### config.mk
export PLATFORM = sky130hd
export DESIGN_NAME = mrl_multiturn
export DESIGN_NICKNAME = d
export VERILOG_FILES = /design/src/rtl/mrl_pkg.sv /design/src/rtl/mrl_multiturn.sv
export SDC_FILE = /design/constraint.sdc
export NUM_CORES = 1
export LEC_CHECK = 0
export BUFFER_PORTS_ARGS = -buffer_cell sky130_fd_sc_hd__buf_2
export CAP_MARGIN = 20
export CORE_ASPECT_RATIO = 1.4
export CORE_UTILIZATION = 58
export DETAILED_ROUTE_END_ITERATION = 10
export PLACE_DENSITY = 0.85
export SYNTH_ARGS = -nofsm -noshare
export SYNTH_HDL_FRONTEND = slang
export SYNTH_SLANG_ARGS = --single-unit
### constraint.sdc
create_clock -name mclk -period 10 [get_ports mclk]
set_input_delay 2 -clock mclk [delete_from_list [all_inputs] [get_ports mclk]]
set_output_delay 2 -clock mclk [all_outputs]
set_load 0.1 [all_outputs]
### src/rtl/mrl_pkg.sv
`default_nettype none
package mrl_pkg;
  // ==========================================================
  // register map (byte addresses, word aligned)
  localparam logic [3:0]  OFS_CTRL     = 4'h0;
  localparam logic [3:0]  OFS_LIMIT    = 4'h4;
  localparam logic [3:0]  OFS_COUNT    = 4'h8;
  localparam logic [3:0]  OFS_STATUS   = 4'hC;
  localparam logic [3:0]  OFS_MASK     = 4'h0; // word 4 via bank bit
  localparam logic [4:0]  ADDR_MASK    = 5'h10;
  // ==========================================================
  // fields
  localparam int          CTRL_DIR     = 0;
  localparam int          CTRL_CLEAR   = 1;
  localparam int          ST_MISMATCH  = 0;
  localparam int          ST_WRAP      = 1;
  localparam int          ST_CLEARED   = 2;
  localparam int          NUM_EVENTS   = 3;
  // ==========================================================
  // reset values and limits
  localparam logic [15:0] LIMIT_RESET  = 16'h0000;
  localparam logic [15:0] LIMIT_MAX    = 16'h7530;
  localparam logic        DIR_RESET    = 1'b0;
  localparam logic [15:0] COUNT_RESET  = 16'h0000;
  localparam logic [15:0] COUNT_MAXPOS = 16'h7FFF;
  localparam logic [15:0] COUNT_MAXNEG = 16'h8000;
  localparam logic        DIR_CCW      = 1'b0;
  localparam logic        DIR_CW       = 1'b1;
endpackage : mrl_pkg
`default_nettype wire

### src/rtl/mrl_multiturn.sv
`default_nettype none
// How it works
// - the turn count is a signed 16-bit value from -32768 to +32767.
// - with no limit, counting up past +32767 wraps to -32768.
// - with a limit set, the count wraps at the limit and stays in ratio.
// - the limit accepts 0 to 30000, resets to 0, larger writes clamp.
// - direction select 0 means CCW running and 1 means CW, reset 0.
// - direction select sets the zero value that a clear loads while limit wrapping acts.
// - a clear request from software or the clear pin loads the count with 0, or with the zero value while limit wrapping acts.
// - a turn against the selected direction raises the mismatch alarm when an absolute encoder is fitted.
// - limit wrapping acts only when an absolute encoder is fitted.
module mrl_multiturn
  import mrl_pkg::*;
(
  // clock and reset
  input  wire logic        mclk,
  input  wire logic        rst_n,
  // avalon-mm slave
  input  wire logic [4:0]  avs_address,
  input  wire logic        avs_read,
  input  wire logic        avs_write,
  input  wire logic [31:0] avs_writedata,
  output var  logic [31:0] avs_readdata,
  output var  logic        avs_waitrequest,
  // encoder side pins
  input  wire logic        abs_encoder,
  input  wire logic        turn_cw,
  input  wire logic        turn_ccw,
  input  wire logic        multiturn_clear_function,
  // results
  output var  logic [15:0] turn_count,
  output var  logic        direction_mismatch_alarm,
  output var  logic        irq
);

  // ==========================================================
  // pin synchronisers
  logic [3:0] sync1;
  logic [3:0] sync2;
  logic       clr_pin_d;

  always_ff @(posedge mclk)
  begin
    if (!rst_n)
    begin
      sync1 <= 4'h0;
      sync2 <= 4'h0;
      clr_pin_d <= 1'b0;
    end
    else
    begin
      sync1 <= {multiturn_clear_function, turn_ccw, turn_cw, abs_encoder};
      sync2 <= sync1;
      clr_pin_d <= sync2[3];
    end
  end

  logic abs_s;
  logic cw_s;
  logic ccw_s;
  logic clr_pin_rise;
  assign abs_s        = sync2[0];
  assign cw_s         = sync2[1] & ~sync2[2];
  assign ccw_s        = sync2[2] & ~sync2[1];
  assign clr_pin_rise = sync2[3] & ~clr_pin_d;

  // ==========================================================
  // bus slave: one cycle wait then answer
  logic        req;
  logic        ack;
  logic        limit_select_dir;
  logic [15:0] rev_limit;
  logic [NUM_EVENTS-1:0] status;
  logic [NUM_EVENTS-1:0] mask;
  logic        sw_clear;

  assign req = (avs_read | avs_write) & ~ack;

  always_ff @(posedge mclk)
  begin
    if (!rst_n)
      ack <= 1'b0;
    else
      ack <= req;
  end

  always_ff @(posedge mclk)
  begin
    if (!rst_n)
      avs_waitrequest <= 1'b1;
    else
      avs_waitrequest <= ~req;
  end

  logic wr_en;
  assign wr_en = avs_write & ack;

  always_ff @(posedge mclk)
  begin
    if (!rst_n)
    begin
      rev_limit        <= LIMIT_RESET;
      limit_select_dir <= DIR_RESET;
    end
    else if (wr_en && avs_address == {1'b0, OFS_LIMIT})
    begin
      if (avs_writedata[15:0] > LIMIT_MAX)
        rev_limit <= LIMIT_MAX;
      else
        rev_limit <= avs_writedata[15:0];
    end
    else if (wr_en && avs_address == {1'b0, OFS_CTRL})
      limit_select_dir <= avs_writedata[CTRL_DIR];
  end

  always_ff @(posedge mclk)
  begin
    if (!rst_n)
      mask <= '0;
    else if (wr_en && avs_address == ADDR_MASK)
      mask <= avs_writedata[NUM_EVENTS-1:0];
  end

  always_ff @(posedge mclk)
  begin
    if (!rst_n)
      sw_clear <= 1'b0;
    else
      sw_clear <= wr_en && avs_address == {1'b0, OFS_CTRL}
                  && avs_writedata[CTRL_CLEAR];
  end

  logic [31:0] next_readdata;
  always_comb
  begin
    next_readdata = 32'h0000_0000;
    case (avs_address)
      {1'b0, OFS_CTRL}:   next_readdata = {31'h0, limit_select_dir};
      {1'b0, OFS_LIMIT}:  next_readdata = {16'h0, rev_limit};
      {1'b0, OFS_COUNT}:  next_readdata = {16'h0, turn_count};
      {1'b0, OFS_STATUS}: next_readdata = {29'h0, status};
      ADDR_MASK:          next_readdata = {29'h0, mask};
      default:            next_readdata = 32'h0000_0000;
    endcase
  end

  always_ff @(posedge mclk)
  begin
    if (!rst_n)
      avs_readdata <= 32'h0000_0000;
    else if (avs_read && req)
      avs_readdata <= next_readdata;
  end

  // ==========================================================
  // turn counter
  logic        clear_req;
  logic        limit_on;
  logic        up;
  logic        down;
  logic [15:0] zero_val;
  logic [15:0] top_val;
  logic [15:0] next_count;
  logic        wrap_evt;
  logic        mism_evt;

  assign clear_req = sw_clear | clr_pin_rise;
  assign limit_on  = abs_s && rev_limit != 16'h0000;
  assign up        = cw_s;
  assign down      = ccw_s;
  // zero at start of range for the selected direction
  assign top_val   = rev_limit - 16'h0001;
  assign zero_val  = limit_select_dir == DIR_CW ? 16'h0000 : top_val;
  assign mism_evt  = (limit_select_dir == DIR_CW) ? down : up;

  always_comb
  begin
    next_count = turn_count;
    wrap_evt   = 1'b0;
    if (limit_on)
    begin
      if (up && turn_count >= top_val)
      begin
        next_count = 16'h0000;
        wrap_evt   = 1'b1;
      end
      else if (down && turn_count == 16'h0000)
      begin
        next_count = top_val;
        wrap_evt   = 1'b1;
      end
      else if (up)
        next_count = turn_count + 16'h0001;
      else if (down)
        next_count = turn_count - 16'h0001;
    end
    else
    begin
      if (up)
        next_count = turn_count + 16'h0001;
      else if (down)
        next_count = turn_count - 16'h0001;
      wrap_evt = (up && turn_count == COUNT_MAXPOS)
                 || (down && turn_count == COUNT_MAXNEG);
    end
  end

  always_ff @(posedge mclk)
  begin
    if (!rst_n)
      turn_count <= COUNT_RESET;
    else if (clear_req)
      turn_count <= limit_on ? zero_val : COUNT_RESET;
    else
      turn_count <= next_count;
  end

  // ==========================================================
  // alarm and interrupt
  always_ff @(posedge mclk)
  begin
    if (!rst_n)
      direction_mismatch_alarm <= 1'b0;
    else if (mism_evt && abs_s)
      direction_mismatch_alarm <= 1'b1;
    else if (clear_req)
      direction_mismatch_alarm <= 1'b0;
  end

  logic [NUM_EVENTS-1:0] evt;
  assign evt[ST_MISMATCH] = mism_evt & abs_s;
  assign evt[ST_WRAP]     = wrap_evt & ~clear_req;
  assign evt[ST_CLEARED]  = clear_req;

  logic [NUM_EVENTS-1:0] w1c;
  assign w1c = (wr_en && avs_address == {1'b0, OFS_STATUS})
               ? avs_writedata[NUM_EVENTS-1:0] : '0;

  // set wins over clear
  always_ff @(posedge mclk)
  begin
    if (!rst_n)
      status <= '0;
    else
      status <= (status & ~w1c) | evt;
  end

  always_ff @(posedge mclk)
  begin
    if (!rst_n)
      irq <= 1'b0;
    else
      irq <= |(((status & ~w1c) | evt) & mask);
  end

  // ==========================================================
  // checks
  a_limit_clamp: assert property (@(posedge mclk) disable iff (!rst_n)
    rev_limit <= LIMIT_MAX)
    else $error("limit above maximum");
  a_plain_overflow: assert property (@(posedge mclk) disable iff (!rst_n)
    !limit_on && !clear_req && up && turn_count == COUNT_MAXPOS
    |=> turn_count == COUNT_MAXNEG)
    else $error("no overflow wrap");
  a_limit_wrap: assert property (@(posedge mclk) disable iff (!rst_n)
    limit_on && !clear_req && up && turn_count == top_val
    |=> turn_count == 16'h0000)
    else $error("no wrap at limit");
  a_limit_range: assert property (@(posedge mclk) disable iff (!rst_n)
    limit_on && $stable(rev_limit) && $past(limit_on)
    && $past(turn_count) < $past(rev_limit)
    |-> turn_count < rev_limit)
    else $error("count left limit range");
  a_clear_zero: assert property (@(posedge mclk) disable iff (!rst_n)
    clear_req && !limit_on |=> turn_count == COUNT_RESET)
    else $error("clear missed");
  a_clear_dir: assert property (@(posedge mclk) disable iff (!rst_n)
    clear_req && limit_on |=> turn_count == $past(zero_val))
    else $error("clear zero wrong");
  a_mismatch_alarm: assert property (@(posedge mclk) disable iff (!rst_n)
    mism_evt && abs_s |=> direction_mismatch_alarm)
    else $error("alarm missed");
  a_dir_decode: assert property (@(posedge mclk) disable iff (!rst_n)
    limit_select_dir == DIR_CCW && cw_s && abs_s
    |=> direction_mismatch_alarm)
    else $error("direction decode");
  a_no_abs: assert property (@(posedge mclk) disable iff (!rst_n)
    !abs_s && !clear_req && up && turn_count != COUNT_MAXPOS
    |=> turn_count == $past(turn_count) + 16'h0001)
    else $error("limit active without encoder");
  a_zero_limit: assert property (@(posedge mclk) disable iff (!rst_n)
    rev_limit == 16'h0000 && !clear_req && down
    && turn_count != COUNT_MAXNEG
    |=> turn_count == $past(turn_count) - 16'h0001)
    else $error("zero limit wraps");
  a_range_span: assert property (@(posedge mclk) disable iff (!rst_n)
    !limit_on && !clear_req && down && turn_count == COUNT_MAXNEG
    |=> turn_count == COUNT_MAXPOS)
    else $error("negative end wrong");
  c_wrap: cover property (@(posedge mclk) wrap_evt && limit_on);
  c_overflow: cover property (@(posedge mclk) wrap_evt && !limit_on);
  c_alarm: cover property (@(posedge mclk) $rose(direction_mismatch_alarm));
  c_irq: cover property (@(posedge mclk) $rose(irq));

endmodule : mrl_multiturn
`default_nettype wire

---- Word level (Yosys, flattened, before mapping) ----
Cells that the tools add are included.
storage, ports and cells
  input port bits ......................... 45
  bits in registers ....................... 85
  word-level logic and storage cells ...... 81
  output and inout port bits .............. 51
operators by class
  equal/unequal tests ..................... 6
  $lt $le $gt $ge ......................... 2
  multiplexer cells ....................... 17
  bitwise operators ....................... 20
  add/sub/neg operators ................... 3
  reductions and logical operators ........ 19
operators by type and width
  operator                                                          number
  two-way mux 16 bit                                                9
  case mux 16 bit (5 select lines)                                  1
  subtractor 16 x 1 -> 16 bit (second input constant)               2
  adder 16 x 1 -> 16 bit (second input constant)                    1
  == test 16 x 15 -> 1 bit (second input constant)                  1
  == test 16 bit (second input constant)                            1
  greater-or-equal comparator 16 bit                                1
  greater-than comparator 16 x 15 -> 1 bit (second input constant)  1
  zero test 16 bit                                                  1
  nonzero test 16 bit                                               1
  logical AND 1 bit                                                 12
  == test 5 x 4 -> 1 bit (second input constant)                    2
  AND 1 bit                                                         7
  inverter 1 bit                                                    7
  AND 3 bit                                                         2
  two-way mux 1 bit                                                 6
  == test 5 x 3 -> 1 bit (second input constant)                    1
  == test 5 bit (second input constant)                             1
  zero test 5 bit                                                   1
  two-way mux 3 bit                                                 1
  inverter 3 bit                                                    1
  OR 3 bit                                                          1
  OR reduction 3 bit                                                1
  OR 1 bit                                                          2
  3 further kinds                                                   3

---- Depth between registers and ports, before layout ----
  word-level depth ........................ 10
  mapped depth ............................ 14
  gate-level depth less buffers ........... 13

---- Least setup slack after synthesis ----
OpenSTA, ideal clock, no wires.
  path kind ............................... in2reg
  start point ............................. input avs_writedata[0]
  end point ............................... register rev_limit[6]
  setup time .............................. 0.065 ns
  data arrival time ....................... 3.631 ns
  required time ........................... 9.935 ns
  stages on the path ...................... 7
  path buffers ............................ 1
  slack ................................... 6.304 ns
  cells stage by stage .................... or4b_2 -> nor4_1 -> a21oi_1 -> a211oi_1 -> buf_2 -> a22oi_1 -> nor2b_1
between the ends
  cells in the longest elaborated chain, start to end .. 2
ends and longest elaborated chain
  element                                   line                  RTL
  from (decl)                               mrl_multiturn.sv:22   input wire logic [31:0] avs_writedata,
  greater-than comparator 16 x 15 -> 1 bit  mrl_multiturn.sv:107  if (avs_writedata[15:0] > LIMIT_MAX)
  two-way mux 16 bit                        mrl_multiturn.sv:107
  to (signal assigned)                      mrl_multiturn.sv:110  rev_limit <= avs_writedata[15:0];
  to (decl)                                 mrl_multiturn.sv:72   logic [15:0] rev_limit;
Every way passes these cells.
A chain may end at the register's enable or synchronous reset.

---- Worst setup path in the final report ----
  start point ............................. register rev_limit[2]
  end point ............................... register status[1]
between the ends
  cells in the longest elaborated chain, start to end .. 7
  elaborated cells between the ends (all ways) .. 9
  those cells by class .................... add/sub: 1; order compare: 1; mux: 2; bitwise: 2; reduce/logical: 3
ends and longest elaborated chain
  element                             line                  RTL
  subtractor 16 x 1 -> 16 bit         mrl_multiturn.sv:172  assign top_val = rev_limit - 16'h0001;
  greater-or-equal comparator 16 bit  mrl_multiturn.sv:182  if (up && turn_count >= top_val)
  logical AND 1 bit                   mrl_multiturn.sv:182
  two-way mux 1 bit                   mrl_multiturn.sv:182
  two-way mux 1 bit *                 mrl_multiturn.sv:180  if (limit_on)
  AND 1 bit *                         mrl_multiturn.sv:232  assign evt[ST_WRAP] = wrap_evt & ~clear_req;
  OR 3 bit *                          mrl_multiturn.sv:245  status <= (status & ~w1c) | evt;
  to (signal assigned)                mrl_multiturn.sv:245
  to (decl)                           mrl_multiturn.sv:73   logic [NUM_EVENTS-1:0] status;
Mark *: on every way between the ends. The rest lies on a longest branch, timed or not.

==> impl_metrics.py <==
metrics = {
    "run": {
        "cap_violations": 0,
    },
    "critical_path": {
        "cp-end-kind": "flip-flop",
        "slowest_stage": "o41ai_1",
        "critPathRequiredTime_ps": 10180,
        "crit_path_start_kind": "flip-flop",
        "max_stage_delay_ps": 530,
        "path_max_fanout": 6,
        "cpMostUsedCell": "or4_4",
        "cp_cell_sequence": "or3_4 > or4_4 > or4_4 > nor4_4 > xnor2_1 > ha_1 > nand4_1 > nor3_1 > a221oi_1 > nor2_1 > o41ai_1 > a21boi_0",
        "cp_data_arrival_time_ps": 4410,
        "crit_type": "flip-flop to flip-flop",
    },
    "sta": {
        "maxSlewViolCount": 0,
        "fin_ws_ps": 5768,
        "skew_ps": 8.749,
        "fin_crit_sh_pct": 42.32,
        "setup_tns_ps": 0,
        "finalSetupViolCount": 0,
        "tightest_slew_ps": 1031,
        "min_period_ps": 4232,
        "hold_violations": 0,
        "slew_headroom_pct": 30.63,
        "rsz0062_at_grt": "no",
        "fmax_mhz": 236.3,
    },
    "final_layout": {
        "fin_nets": 609,
        "fin_area_sq_mm": 0.004571,
        "finalNonFillerCells": 642,
        "n_antenna_cell": 0,
        "fill_cells": 580,
        "drive_gt1_share_pct": 16.36,
        "area_growth_pct": 11.95,
    },
    "global_route": {
        "grt_max_degree": 58,
        "grt_pass1_vias": 3520,
        "grt_overflow": 0,
        "antenna_found_initial": 0,
        "grt_usage_pct": 29.63,
        "grt_pass1_wl_mm": 16.66,
    },
    "yosys": {
        "synth_edf_count": 0,
        "synth_cells": 496,
        "synthArstFlopShare_pct": 0,
        "avgSynthCellArea_sq_um": 8.231,
        "syn_area_sq_mm": 0.004083,
        "synth_ff_type": "dfxtp_1",
        "yosysWarnings": 0,
        "yosysSeqAreaShare_pct": 33.83,
        "synth_cell_types": 64,
        "yosys_register_bits": 69,
    },
    "die": {
        "dieArea_sq_mm": 0.007383,
        "floorplan.initialDensity_pct": 60.93,
        "die_h_um": 101.3,
        "io-pin-count": 96,
        "core_sq_mm": 0.006700,
        "die_w_um": 72.91,
        "std_cell_rows": 35,
    },
    "detailed_routing": {
        "drt_iter0_markers": 226,
        "post_drt_wl_per_cell_um": 16.54,
        "drt-vias-per-instance": 6.012,
        "drc": 0,
        "dr.pass1.iters": 5,
        "dr_total_vias": 3860,
        "postRouteAntennaNets": 0,
        "drt-total-wl_mm": 10.62,
    },
    "clocking": {
        "cts_buffer_depth": 2,
        "clock_sinks": 69,
        "clk_latency_ps": 360,
        "cts.reportedPaths.clkPinSlew_ps": 70,
        "cts_resized": 0,
        "postCtsHoldBufs": 0,
        "cts_root_buffer": "clkbuf_8",
        "cts.htree.levels": 3,
        "tritoncts.num_buffers": 9,
        "cts_tree": "built",
        "cts_setup_buffers": 0,
    },
    "power": {
        "p_leak_nw": 1.937,
        "ir_worst_vdd_v": 0.0001086,
        "power_density_mw_per_mm2": 164.7,
        "power_mw": 0.7527,
    },
    "placed_design": {
        "pre_cts_ws_ps": 5668,
        "place_congestion": 0.9639,
        "dp_hpwl_mm": 8.083,
        "dp_cells": 626,
        "place_area_sq_mm": 0.004355,
        "port_buffers": 63,
    },
    "hold_path": {
        "hold_class": "flip-flop to flip-flop",
    },
    "run_status": {
        "status": "finished clean",
    },
}
[layout make-up]
class | instances | area, sq um | share of cell area (%)
multi-input combinational | 388 | 2487 | 54.42
inverter | 13 | 48.80 | 1.068
clock buffer | 10 | 127.6 | 2.792
timing repair buffer | 64 | 322.8 | 7.063
clock inverter | 6 | 87.58 | 1.916
tap | 92 | 115.1 | 2.518
sequential | 69 | 1381 | 30.22
[placed cells by master, fill, tap and decap left out, drive strengths merged, types with 4 or more instances in the layout]
cell type,count
dfxtp,69
buf,64
nand2,52
and2,31
nor2,26
o21ai,26
a21oi,22
a22oi,22
xnor2,20
ha,19
nor3,18
nor2b,17
conb,16
o22ai,14
inv,13
nand3,11
clkbuf,10
xor2,9
nor4,8
nor3b,7
and3,5
mux2i,4
a21boi,4
nand4,4
nand2b,4
[power breakdown]
| group | switching, mW | internal, mW |
|---|---|---|
| Combinational | 0.146 | 0.0471 |
| Sequential | 0.0264 | 0.287 |
| Clock | 0.107 | 0.140 |
[worst paths after layout]
path                                              to                 startpoint  slack (ps)  cells past startpoint
worst max-delay path            status[1]$_SDFF_PN0_  rev_limit[2]$_SDFFE_PN0P_        5770                     12
worst min-delay path             sync2[3]$_SDFF_PN0_        sync1[3]$_SDFF_PN0_         440                      1
worst max register to register  status[1]$_SDFF_PN0_  rev_limit[2]$_SDFFE_PN0P_        5770                     12
worst min register to register   sync2[3]$_SDFF_PN0_        sync1[3]$_SDFF_PN0_         440                      1
[worst max-delay path: cells and delay by family (launching register included)]
family          cells  cell delay [ps]
compound gates      3             1230
flops               1              380
xor+xnor            1              200
simple gates        7             1920
fa+ha+maj           1              310
[metal layers]
layer,share of wire (%),vias to the layer above,GRT usage [%]
met5,0,-,0
met4,4.4,0,15.99
met3,4.1,46,3.682
met2,54,153,55.57
met1,38,1811,31.67
li1,-,1850,-
[flip-flops by register name (all words and copies together), names as in the netlist]
name	cells
ack	1
avs_readdata	16
avs_waitrequest	1
clr_pin_d	1
direction_mismatch_alarm	1
irq	1
limit_select_dir	1
mask	3
rev_limit	16
status	3
sw_clear	1
sync1	4
sync2	4
turn_count	16
[kinds of logic after synthesis]
group                      after synthesis  share of synthesized area (%)
muxes                                    5                          1.257
AOI/OAI and AO/OA                      121                          19.83
other                                    1                        0.09185
and+or+nand+nor                        198                          26.33
DFF                                     69                          33.83
adders and majority gates               19                          5.823
xor gates and xnor gates                29                          6.221
buffers and inverters                   54                          6.620
[synthesized netlist by cell type (5+ instances only)]
| cell | n | area share, % |
|---|---|---|
| o22ai_1 | 13 | 2.0 |
| xnor2_1 | 20 | 4.3 |
| a21oi_1 | 22 | 2.7 |
| inv_1 | 13 | 1.2 |
| and2_1 | 29 | 4.4 |
| nor2b_1 | 17 | 2.6 |
| nand3_1 | 11 | 1.3 |
| and3_1 | 5 | 0.77 |
| dfxtp_1 | 69 | 34 |
| clkbuf_1 | 21 | 1.9 |
| nor3b_1 | 6 | 1.1 |
| ha_1 | 19 | 5.8 |
| o21ai_0 | 26 | 3.2 |
| xor2_1 | 9 | 1.9 |
| nor2_1 | 26 | 2.4 |
| buf_4 | 17 | 3.1 |
| nor3_1 | 18 | 2.2 |
| nand2_1 | 52 | 4.8 |
| nor4_1 | 7 | 1.1 |
| a22oi_1 | 22 | 4.0 |
[stage by stage]
step                      util, %  hold slack, ps
after floorplan                 -           411.9
after global placement      65.00           415.4
after detailed placement    65.00           424.1
after CTS                   68.22           440.3
after global routing        68.22           460.4
final                       68.22           438.3
(Power assumes the default switching activity.)
